[src/logic/hdo_pkg.sv]
// constants and types for the haptic drive option registers
package hdo_pkg;
   localparam logic [7:0] HDO_ADDR_DRIVE_OPT = 8'h1D;
   localparam logic [7:0] HDO_ADDR_CAL_NVM = 8'h1E;
   localparam logic [7:0] HDO_NVM_FIRST = 8'h16;
   localparam logic [7:0] HDO_NVM_LAST = 8'h1A;
   localparam int HDO_BIT_UPDATE_RATE = 2;
   localparam int HDO_BIT_INPUT_SEL = 1;
   localparam int HDO_BIT_OPEN_LOOP = 0;
   localparam int HDO_BIT_CAL_LO = 4;
   localparam int HDO_BIT_PROGRAMMED = 2;
   localparam int HDO_BIT_LAUNCH = 0;
   localparam logic [1:0] HDO_CAL_RESET = 2'h2;
   localparam logic [2:0] HDO_MODE_PIN_INPUT = 3'h3;
   localparam int HDO_COMM_DIVIDE = 128;
   localparam int HDO_DUTY_WINDOW = 255;
   typedef enum logic [1:0]
   {
      HDO_NVM_IDLE = 2'b00,
      HDO_NVM_BUSY = 2'b01,
      HDO_NVM_DONE = 2'b10
   } hdo_nvm_state_t;
   // calibration run time bounds in ms for each duration code
   function automatic logic [10:0] hdo_cal_min_ms(input logic [1:0] code);
      unique case (code)
         2'h0: hdo_cal_min_ms = 11'd150;
         2'h1: hdo_cal_min_ms = 11'd250;
         2'h2: hdo_cal_min_ms = 11'd500;
         2'h3: hdo_cal_min_ms = 11'd1000;
      endcase
   endfunction : hdo_cal_min_ms
   function automatic logic [10:0] hdo_cal_max_ms(input logic [1:0] code);
      unique case (code)
         2'h0: hdo_cal_max_ms = 11'd350;
         2'h1: hdo_cal_max_ms = 11'd450;
         2'h2: hdo_cal_max_ms = 11'd700;
         2'h3: hdo_cal_max_ms = 11'd1200;
      endcase
   endfunction : hdo_cal_max_ms
endpackage : hdo_pkg

[src/logic/hdo_pin_if.sv]
// carrier between the pin meter and the option register core
`timescale 1ns/1ns
`default_nettype none
interface hdo_pin_if;
   logic [7:0] dutyLevel;
   logic dutyValid;
   logic commLevel;
   logic commHalfTick;
   modport meter (output dutyLevel, output dutyValid, output commLevel, output commHalfTick);
   modport core (input dutyLevel, input dutyValid, input commLevel, input commHalfTick);
endinterface : hdo_pin_if
`default_nettype wire

[src/logic/hdo_pin_meter.sv]
// duty measurement and commutation divider on the input/trigger pin
`timescale 1ns/1ns
`default_nettype none
module hdo_pin_meter
   import hdo_pkg::*;
(
   input wire logic clk,
   input wire logic reset,
   input wire logic input_trigger_pin,
   hdo_pin_if.meter pins
);
   localparam logic [7:0] WINDOW_LAST = 8'(HDO_DUTY_WINDOW - 1);
   localparam logic [5:0] HALF_LAST = 6'(HDO_COMM_DIVIDE / 2 - 1);
   logic pinLast_reg, pinLast_next;
   logic [7:0] winCount_reg, winCount_next;
   logic [7:0] highCount_reg, highCount_next;
   logic [7:0] duty_reg, duty_next;
   logic dutyValid_reg, dutyValid_next;
   logic [5:0] edgeCount_reg, edgeCount_next;
   logic comm_reg, comm_next;
   logic half_reg, half_next;
   logic rise;

   always_comb
   begin
      rise = input_trigger_pin && !pinLast_reg;
      pinLast_next = input_trigger_pin;
      // high samples over a 255-clock window give duty scaled to 0..255
      winCount_next = (winCount_reg == WINDOW_LAST) ? 8'h00 : winCount_reg + 8'h01;
      highCount_next = (winCount_reg == WINDOW_LAST) ? 8'h00
         : highCount_reg + {7'h00, input_trigger_pin};
      duty_next = duty_reg;
      dutyValid_next = 1'b0;
      if (winCount_reg == WINDOW_LAST)
      begin
         duty_next = highCount_reg + {7'h00, input_trigger_pin};
         dutyValid_next = 1'b1;
      end
      // toggling every 64 rising edges gives the pwm frequency over 128
      edgeCount_next = edgeCount_reg;
      comm_next = comm_reg;
      half_next = 1'b0;
      if (rise)
      begin
         edgeCount_next = (edgeCount_reg == HALF_LAST) ? 6'h00 : edgeCount_reg + 6'h01;
         if (edgeCount_reg == HALF_LAST)
         begin
            comm_next = !comm_reg;
            half_next = 1'b1;
         end
      end
   end

   always_ff @(posedge clk)
   begin
      if (reset)
      begin
         pinLast_reg <= 1'b0;
         winCount_reg <= 8'h00;
         highCount_reg <= 8'h00;
         duty_reg <= 8'h00;
         dutyValid_reg <= 1'b0;
         edgeCount_reg <= 6'h00;
         comm_reg <= 1'b0;
         half_reg <= 1'b0;
      end
      else
      begin
         pinLast_reg <= pinLast_next;
         winCount_reg <= winCount_next;
         highCount_reg <= highCount_next;
         duty_reg <= duty_next;
         dutyValid_reg <= dutyValid_next;
         edgeCount_reg <= edgeCount_next;
         comm_reg <= comm_next;
         half_reg <= half_next;
      end
   end

   assign pins.dutyLevel = duty_reg;
   assign pins.dutyValid = dutyValid_reg;
   assign pins.commLevel = comm_reg;
   assign pins.commHalfTick = half_reg;
endmodule : hdo_pin_meter
`default_nettype wire

[src/logic/hdo_drive_option_regs.sv]
// drive option and calibration/nvm control registers with amplitude steering
`timescale 1ns/1ns
`default_nettype none
module hdo_drive_option_regs
   import hdo_pkg::*;
(
   input wire logic clk,
   input wire logic reset,
   input wire logic [7:0] regAddr,
   input wire logic regWrEn,
   input wire logic [7:0] regWrData,
   output logic [7:0] regRdData,
   input wire logic [2:0] operatingMode,
   input wire logic input_trigger_pin,
   input wire logic [7:0] analogLevel,
   input wire logic [7:0] amplitudeRequest,
   input wire logic resonanceHalfTick,
   input wire logic nvmAlreadyProgrammed,
   input wire logic nvmDone,
   output logic [7:0] driveAmplitude,
   output logic amplitudeUpdate,
   output logic resonant_open_loop_sel,
   output logic commutationLevel,
   output logic [10:0] calMinMs,
   output logic [10:0] calMaxMs,
   output logic nvmProgramReq,
   output logic [7:0] nvmFirstAddr,
   output logic [7:0] nvmLastAddr
);
   hdo_pin_if pins ();
   hdo_pin_meter meter
   (
      .clk(clk),
      .reset(reset),
      .input_trigger_pin(input_trigger_pin),
      .pins(pins)
   );

   logic lra_update_rate_sel_reg;
   logic lra_update_rate_sel_next;
   logic analogSel_reg;
   logic analogSel_next;
   logic openLoop_reg;
   logic openLoop_next;
   logic [1:0] calCode_reg;
   logic [1:0] calCode_next;
   logic programmed_reg;
   logic programmed_next;
   hdo_nvm_state_t nvmState_reg;
   hdo_nvm_state_t nvmState_next;
   logic strapSeen_reg;
   logic strapSeen_next;
   logic phase_reg;
   logic phase_next;
   logic [7:0] amp_reg;
   logic [7:0] amp_next;
   logic update_reg;
   logic update_next;
   logic [7:0] rdData_reg;
   logic [7:0] rdData_next;
   logic writeOpt;
   logic writeCal;
   logic halfTick;
   logic pinMode;
   logic [7:0] srcAmp;

   // one address decode shared by write strobes and read mux
   function automatic logic hitAddr(input logic [7:0] addr, input logic [7:0] target);
      hitAddr = (addr == target);
   endfunction : hitAddr

   assign writeOpt = regWrEn && hitAddr(regAddr, HDO_ADDR_DRIVE_OPT);
   assign writeCal = regWrEn && hitAddr(regAddr, HDO_ADDR_CAL_NVM);

   // upper bits of both registers are not stored
   always_comb
   begin
      lra_update_rate_sel_next = lra_update_rate_sel_reg;
      analogSel_next = analogSel_reg;
      openLoop_next = openLoop_reg;
      calCode_next = calCode_reg;
      if (writeOpt)
      begin
         lra_update_rate_sel_next = regWrData[HDO_BIT_UPDATE_RATE];
         analogSel_next = regWrData[HDO_BIT_INPUT_SEL];
         openLoop_next = regWrData[HDO_BIT_OPEN_LOOP];
      end
      if (writeCal)
      begin
         calCode_next = regWrData[HDO_BIT_CAL_LO +: 2];
      end
   end

   always_ff @(posedge clk)
   begin
      if (reset)
      begin
         lra_update_rate_sel_reg <= 1'b0;
         analogSel_reg <= 1'b0;
         openLoop_reg <= 1'b0;
         calCode_reg <= HDO_CAL_RESET;
      end
      else
      begin
         lra_update_rate_sel_reg <= lra_update_rate_sel_next;
         analogSel_reg <= analogSel_next;
         openLoop_reg <= openLoop_next;
         calCode_reg <= calCode_next;
      end
   end

   // strap sampled once after reset release, never under reset
   always_comb
   begin
      strapSeen_next = 1'b1;
      programmed_next = programmed_reg || (!strapSeen_reg && nvmAlreadyProgrammed);
      nvmState_next = nvmState_reg;
      unique case (nvmState_reg)
         HDO_NVM_IDLE:
            // a launch after programming is ignored for the life of the part
            if (writeCal && regWrData[HDO_BIT_LAUNCH] && !programmed_reg && strapSeen_reg)
               nvmState_next = HDO_NVM_BUSY;
         HDO_NVM_BUSY:
            if (nvmDone)
            begin
               nvmState_next = HDO_NVM_DONE;
               programmed_next = 1'b1;
            end
         HDO_NVM_DONE:
            nvmState_next = HDO_NVM_DONE;
         default:
            nvmState_next = HDO_NVM_DONE;
      endcase
   end

   always_ff @(posedge clk)
   begin
      if (reset)
      begin
         programmed_reg <= 1'b0;
         nvmState_reg <= HDO_NVM_IDLE;
         strapSeen_reg <= 1'b0;
      end
      else
      begin
         programmed_reg <= programmed_next;
         nvmState_reg <= nvmState_next;
         strapSeen_reg <= strapSeen_next;
      end
   end

   // open loop paces from the divided pwm, else from resonance tracking
   always_comb
   begin
      halfTick = openLoop_reg ? pins.commHalfTick : resonanceHalfTick;
      phase_next = halfTick ? !phase_reg : phase_reg;
      update_next = halfTick && (lra_update_rate_sel_reg || !phase_reg);
      pinMode = (operatingMode == HDO_MODE_PIN_INPUT);
      srcAmp = !pinMode ? amplitudeRequest
         : analogSel_reg ? analogLevel
         : pins.dutyLevel;
      amp_next = update_next ? srcAmp : amp_reg;
   end

   always_ff @(posedge clk)
   begin
      if (reset)
      begin
         phase_reg <= 1'b0;
         amp_reg <= 8'h00;
         update_reg <= 1'b0;
      end
      else
      begin
         phase_reg <= phase_next;
         amp_reg <= amp_next;
         update_reg <= update_next;
      end
   end

   // registered read keeps the bus path short at the cost of one cycle
   always_comb
   begin
      rdData_next = 8'h00;
      if (hitAddr(regAddr, HDO_ADDR_DRIVE_OPT))
      begin
         rdData_next[HDO_BIT_UPDATE_RATE] = lra_update_rate_sel_reg;
         rdData_next[HDO_BIT_INPUT_SEL] = analogSel_reg;
         rdData_next[HDO_BIT_OPEN_LOOP] = openLoop_reg;
      end
      else if (hitAddr(regAddr, HDO_ADDR_CAL_NVM))
      begin
         rdData_next[HDO_BIT_CAL_LO +: 2] = calCode_reg;
         rdData_next[HDO_BIT_PROGRAMMED] = programmed_reg;
         rdData_next[HDO_BIT_LAUNCH] = (nvmState_reg == HDO_NVM_BUSY);
      end
   end

   always_ff @(posedge clk)
   begin
      if (reset)
      begin
         rdData_reg <= 8'h00;
      end
      else
      begin
         rdData_reg <= rdData_next;
      end
   end

   assign regRdData = rdData_reg;
   assign driveAmplitude = amp_reg;
   assign amplitudeUpdate = update_reg;
   assign resonant_open_loop_sel = openLoop_reg;
   assign commutationLevel = pins.commLevel;
   assign calMinMs = hdo_cal_min_ms(calCode_reg);
   assign calMaxMs = hdo_cal_max_ms(calCode_reg);
   assign nvmProgramReq = (nvmState_reg == HDO_NVM_BUSY);
   assign nvmFirstAddr = HDO_NVM_FIRST;
   assign nvmLastAddr = HDO_NVM_LAST;
endmodule : hdo_drive_option_regs
`default_nettype wire

[config.mk]
export PLATFORM = sky130hd
export DESIGN_NAME = hdo_drive_option_regs
export DESIGN_NICKNAME = d
export VERILOG_FILES = /design/src/logic/hdo_pkg.sv /design/src/logic/hdo_pin_if.sv /design/src/logic/hdo_pin_meter.sv /design/src/logic/hdo_drive_option_regs.sv
export SDC_FILE = /design/constraint.sdc
export NUM_CORES = 1
export LEC_CHECK = 0
export BUFFER_PORTS_ARGS = -buffer_cell sky130_fd_sc_hd__buf_4
export CORE_MARGIN = 1.5
export CORE_UTILIZATION = 49
export DETAILED_ROUTE_END_ITERATION = 12
export HOLD_SLACK_MARGIN = 0.03
export MAX_ROUTING_LAYER = met4
export PLACE_DENSITY = 0.8
export RECOVER_POWER = 50
export SETUP_SLACK_MARGIN = 0.1
export SYNTH_ARGS = -nofsm -noshare
export SYNTH_HDL_FRONTEND = slang
export SYNTH_SLANG_ARGS = --single-unit
[constraint.sdc]
create_clock -name clk -period 1.8 [get_ports clk]
set_clock_uncertainty 0.2 [all_clocks]
set_input_delay 0.09 -clock clk [delete_from_list [all_inputs] [get_ports clk]]
set_output_delay 0.09 -clock clk [all_outputs]
set_load 0.05 [all_outputs]
Yosys cells after proc, flatten, opt, wreduce, memory -nomap -nowiden
Index checks and enable logic that the tools add are counted.
{ "word_totals": {"out_inout_bits": 58, "romBits": 0, "memories": 0, "ramBits": 0, "ff_bits": 60, "word_cells": 78, "latch_bits": 0} }
{ "op_classes": {"shift": 0, "n_eq_ne": 11, "order_cmp": 0, "reduce_logical": 23, "multipliers": 0, "mux": 17, "div": 0, "n_bitwise": 3, "n_addsub": 3} }
{ "op_table": {"columns": ["op", "count"], "rows": [
  ["$pmux W11 S4", 2],
  ["$eq A8 B5 Y1 const B", 2],
  ["$mux W8", 2],
  ["$mux W1", 9],
  ["$add A8 B1 Y8", 1],
  ["$add A8 B1 Y8 const B", 1],
  ["$eq A8 B8 Y1 const B", 1],
  ["$logic_and A1 B1 Y1", 8],
  ["$add A6 B1 Y6 const B", 1],
  ["$eq A6 B6 Y1 const B", 1],
  ["$mux W6", 1],
  ["$reduce_or A2 Y1", 3],
  ["$logic_not A1 Y1", 5],
  ["$eq A2 B1 Y1 const B", 2],
  ["$eq A2 B2 Y1 const B", 2],
  ["$logic_not A2 Y1", 2],
  ["$mux W2", 2],
  ["$ne A2 B2 Y1 const B", 2],
  ["$pmux W2 S2", 1],
  ["$reduce_and A2 Y1", 2],
  ["$eq A3 B2 Y1 const B", 1],
  ["$not A1 Y1", 3],
  ["$reduce_or A3 Y1", 1],
  ["$logic_or A1 B1 Y1", 2]
]} }

Longest topological paths before layout
{ "logic_depth": {"word_depth": 7, "depth_mapped": 6} }

By module
Synthesis repeated with hierarchy kept, for this count alone.
{ "hier_totals": {"hier_cells": 290, "hier_area_um2": 2727.6} }
{ "modules_own_cells": {"columns": ["mod", "area_each_um2", "cells_per_inst", "seq_area_each_um2", "n_inst"], "rows": [
  ["hdo_drive_option_regs", 1373.8, 143, 480.5, 1],
  ["hdo_pin_meter", 1353.8, 147, 680.7, 1]
]} }

Worst setup path before layout
No wires, ideal clock.
{ "synth_path": {"kind": "reg2out", "from": "register calCode_reg[1]", "to": "output port calMinMs[5]", "n_path_buf": 1, "stages_incl_launch_ff": 4, "arrival_ns": 1.512, "required_time_ns": 1.510, "path_slack_ns": -0.002, "path_cell_list": "dfxtp_1 > inv_1 > nand2_1 > buf_4"} }
{ "synth_via": {"elab_chain_len": 2, "word_cells_on_any_way": 5, "cone_classes": "3 x eq/ne; 1 x mux; 1 x reduce/logical"} }
{ "synth_lines": {"columns": ["item", "line", "source"], "rows": [
  ["start, declared", "hdo_drive_option_regs.sv:45", "logic [1:0] calCode_reg;"],
  ["start signal, assigned", "hdo_drive_option_regs.sv:108", "calCode_reg <= calCode_next;"],
  ["$eq A2 B2 Y1 (tied with other cells)", "hdo_pkg.sv:25", "unique case (code)"],
  ["$pmux W11 S4 *", "hdo_pkg.sv:25", null],
  ["end, declared", "hdo_drive_option_regs.sv:24", "output logic [10:0] calMinMs,"]
]} }
Mark *: on every way between the ends. The rest lies on a longest branch, timed or not. The select of a mux whose other input is x is not followed.

Final worst setup path
{ "layout_path": {"from": "input port resonanceHalfTick", "to": "register amp_reg[3], in the netlist driveAmplitude[3]"} }
{ "layout_via": {"elab_chain_len": 2} }
{ "layout_lines": {"columns": ["item", "line", "source"], "rows": [
  ["start, declared", "hdo_drive_option_regs.sv:17", "input wire logic resonanceHalfTick,"],
  ["$mux W1", "hdo_drive_option_regs.sv:155", "halfTick = openLoop_reg ? pins.commHalfTick : resonanceHalfTick;"],
  ["$logic_and A1 B1 Y1", "hdo_drive_option_regs.sv:157", "update_next = halfTick && (lra_update_rate_sel_reg || !phase_reg);"],
  ["end signal, assigned", "hdo_drive_option_regs.sv:176", "amp_reg <= amp_next;"],
  ["end, declared", "hdo_drive_option_regs.sv:55", "logic [7:0] amp_reg;"]
]} }
No other way between the ends.
A chain may end at the register's enable or synchronous reset.

==> out/metrics.csv <==
metric,value,unit
status,finished clean,
hold_viol_final,0,
netlist_top_cells_area,"dfxtp_1 (43%), buf_4 (9.3%), mux2i_1 (5.3%), mux2_2 (3.8%), a21oi_1 (3.6%)",
clk_pin_slew,0.07,ns
setup.worst_path.class,in -> reg,
timing.final.crit_share,93.3,%
cts_max_level,3,
die-width,76.7,µm
slew_viol_final,0,
grt_max_degree,24,
use_met2,40.9,%
routed_wl,6540,µm
synth-seq-cells,57,
fin_hold_ws,0.0490,ns
clockBufferDepth,2,
synth_area_per_cell,9.24,µm²
clock.fmax,596,MHz
vias_per_cell,5.09,
ff2ff_path_depth,3,
slew_headroom,59.0,%
setup_tns,0,ns
coreArea,0.00517,mm²
synth_cell_type_count,42,
die_y,76.7,µm
dr_total_vias,2346,
cp_max_fo,8,
initial_core_util,51.5,%
antenna_cells,0,
avgRoutedWirePerCell,14.2,µm
cts_buffers,9,
syn_area,0.00266,mm²
pwr_density_cell,820,mW/mm²
worst_setup_path_end_kind,register,
synth_cells,288,
gp_congestion,0.818,
drv_cap,0,
tightestPinTransition,0.618,ns
setup_viol,0,
antenna_found_initial,0,
ir_drop,0.496,mV
p_leak,1.48,nW
dp.cells,412,
nets,434,
syn_to_final_growth,35.2,%
hp-class,in -> reg,
grt_pass1_vias,2358,
yosysSeqAreaShare,42.9,%
cts_root_buffer,clkbuf_8,
grt_setup_unrepaired,no,
grt_overflow_total,0,
whs_path_depth,3,
port_buffers,73,
track_usage,23.4,%
rows,26,
cts.sink_count,57,
cts_tree,built,
grt.busiest_layer,met2,
arrival,1.73,ns
yosys.area.top_type,dfxtp_1,
drive_above_1_share,24.8,%
clock_latency,0.33,ns
critical_path_required,1.85,ns
route.detailed.drc,0,
yosysTopAreaCellShare,42.9,%
gr-usage-met1,25.0,%
critPathLaunchType,input port,
ant_nets,0,
dieArea,0.00589,mm²
ys_warn_count,0,
hpwl,4090,µm
grt_pass1_wl,10700,µm
dr.pass1.iters,4,
period_needed,1.68,ns
post-route-util,69.6,%
io_pins,100,
instances_no_fill,461,
use_met3,7.02,%
drt_iter0_drc,125,
==> cells in the final DEF (no fill, tap or decap), types with 3 or more instances in the layout <==
cell           netlist  layout
mux2i_1             14      14
and3_1               5       4
nor2_1              24      23
clkbuf_1             6      21
conb_1               2      23
a21oi_1             19      19
nand2_1             15      13
and4_1               3       3
or3_1                9       9
nor2b_1              5       4
dfxtp_1             57      55
ha_1                 5       3
clkbuf_8             0      11
nand3_1             13      12
xnor2_1              5       5
xor2_1               4       4
a211oi_1             3       3
o21ai_0             13      13
clkbuf_2             2      11
inv_1               10       9
buf_4               33      45
dlygate4sd3_1        0      33
mux2_2               9       8
o2bb2ai_1            8       8
==> timing repair <==
action / in CTS / in global routing
endpoints found under the setup margin: 1 / 13
endpoints found under the hold margin: 37 / 0
resized for setup: 2 / 10
setup buffers: 0 / 0
hold buffers: 34 / 0
pin swaps: 0 / 2
==> per-stage QoR <==
step | instance area [µm²] | setup slack (ns) | power (mW)
2_1_floorplan | 2750 | 0.116 | 1.64
3_3_place_gp | 3120 | 0.130 | 1.71
3_5_place_dp | 3120 | 0.0942 | 1.71
4_1_cts | 3660 | 0.109 | 2.95
5_1_grt | 3600 | 0.0910 | 3.06
6_report | 3600 | 0.121 | 2.95
==> critical path, stage by stage <==
cell,delay [ns]
dlygate4sd3_1,0.55
buf_4,0.13
mux2_1,0.35
a21oi_2,0.43
o2bb2ai_1,0.17
==> Yosys cell counts (all sizes together) <==
cell type	number
clkbuf	8
a311oi	3
a211oi	3
nor3	1
a21oi	20
a221oi	1
dfxtp	57
nand2	15
a22o	1
mux2	9
nand4b	1
and3b	1
a22oi	2
and4	3
nand4	3
or4b	1
nand3b	1
and3	5
o21ai	14
o2bb2ai	8
nor2	24
conb	2
ha	5
buf	35
nor4b	1
xor2	4
nor2b	5
nand2b	1
xnor2	5
nand3	13
inv	11
mux2i	14
or3	10
and4b	1
==> report_power, final <==
group / switching (mW) / internal, mW / total [mW]
Clock: 0.497 / 0.703 / 1.20
Sequential: 0.0255 / 1.30 / 1.32
Combinational: 0.266 / 0.161 / 0.427
==> layer usage <==
| metal | wire length [µm] | vias to the layer above |
|---|---|---|
| li1 | - | 1153 |
| met1 | 2670 | 1097 |
| met2 | 3400 | 86 |
| met3 | 380 | 10 |
| met4 | 80 | 0 |
| met5 | 0 | - |
==> kinds of logic after synthesis <==
group / Yosys count / synth area share [%]
and+or+nand+nor: 86 / 17.4
DFF: 57 / 42.9
buffers and inverters: 54 / 12.5
AOI/OAI and AO/OA: 52 / 12.6
muxes: 23 / 9.07
xor gates and xnor gates: 9 / 2.96
adders and majority gates: 5 / 2.35
other: 2 / 0.282
==> cell type report <==
class,instances,area (µm²)
Clock buffer,12,155
Fill cell,419,1570
Inverter,11,45.0
Timing Repair Buffer,110,811
Clock inverter,3,40.0
Sequential cell,57,1140
Tap cell,70,87.6
Multi-Input combinational cell,198,1320
==> final timing paths <==
| path | slack (ns) | endpoint | start |
|---|---|---|---|
| worst max-delay path | 0.12 | driveAmplitude[3] | resonanceHalfTick |
| worst min-delay path | 0.05 | resonant_open_loop_sel | regWrEn |
| worst max register to register | 0.15 | driveAmplitude[3] | resonant_open_loop_sel |
| worst min register to register | 0.26 | driveAmplitude[5] | driveAmplitude[5] |
(Power assumes the default switching activity.)
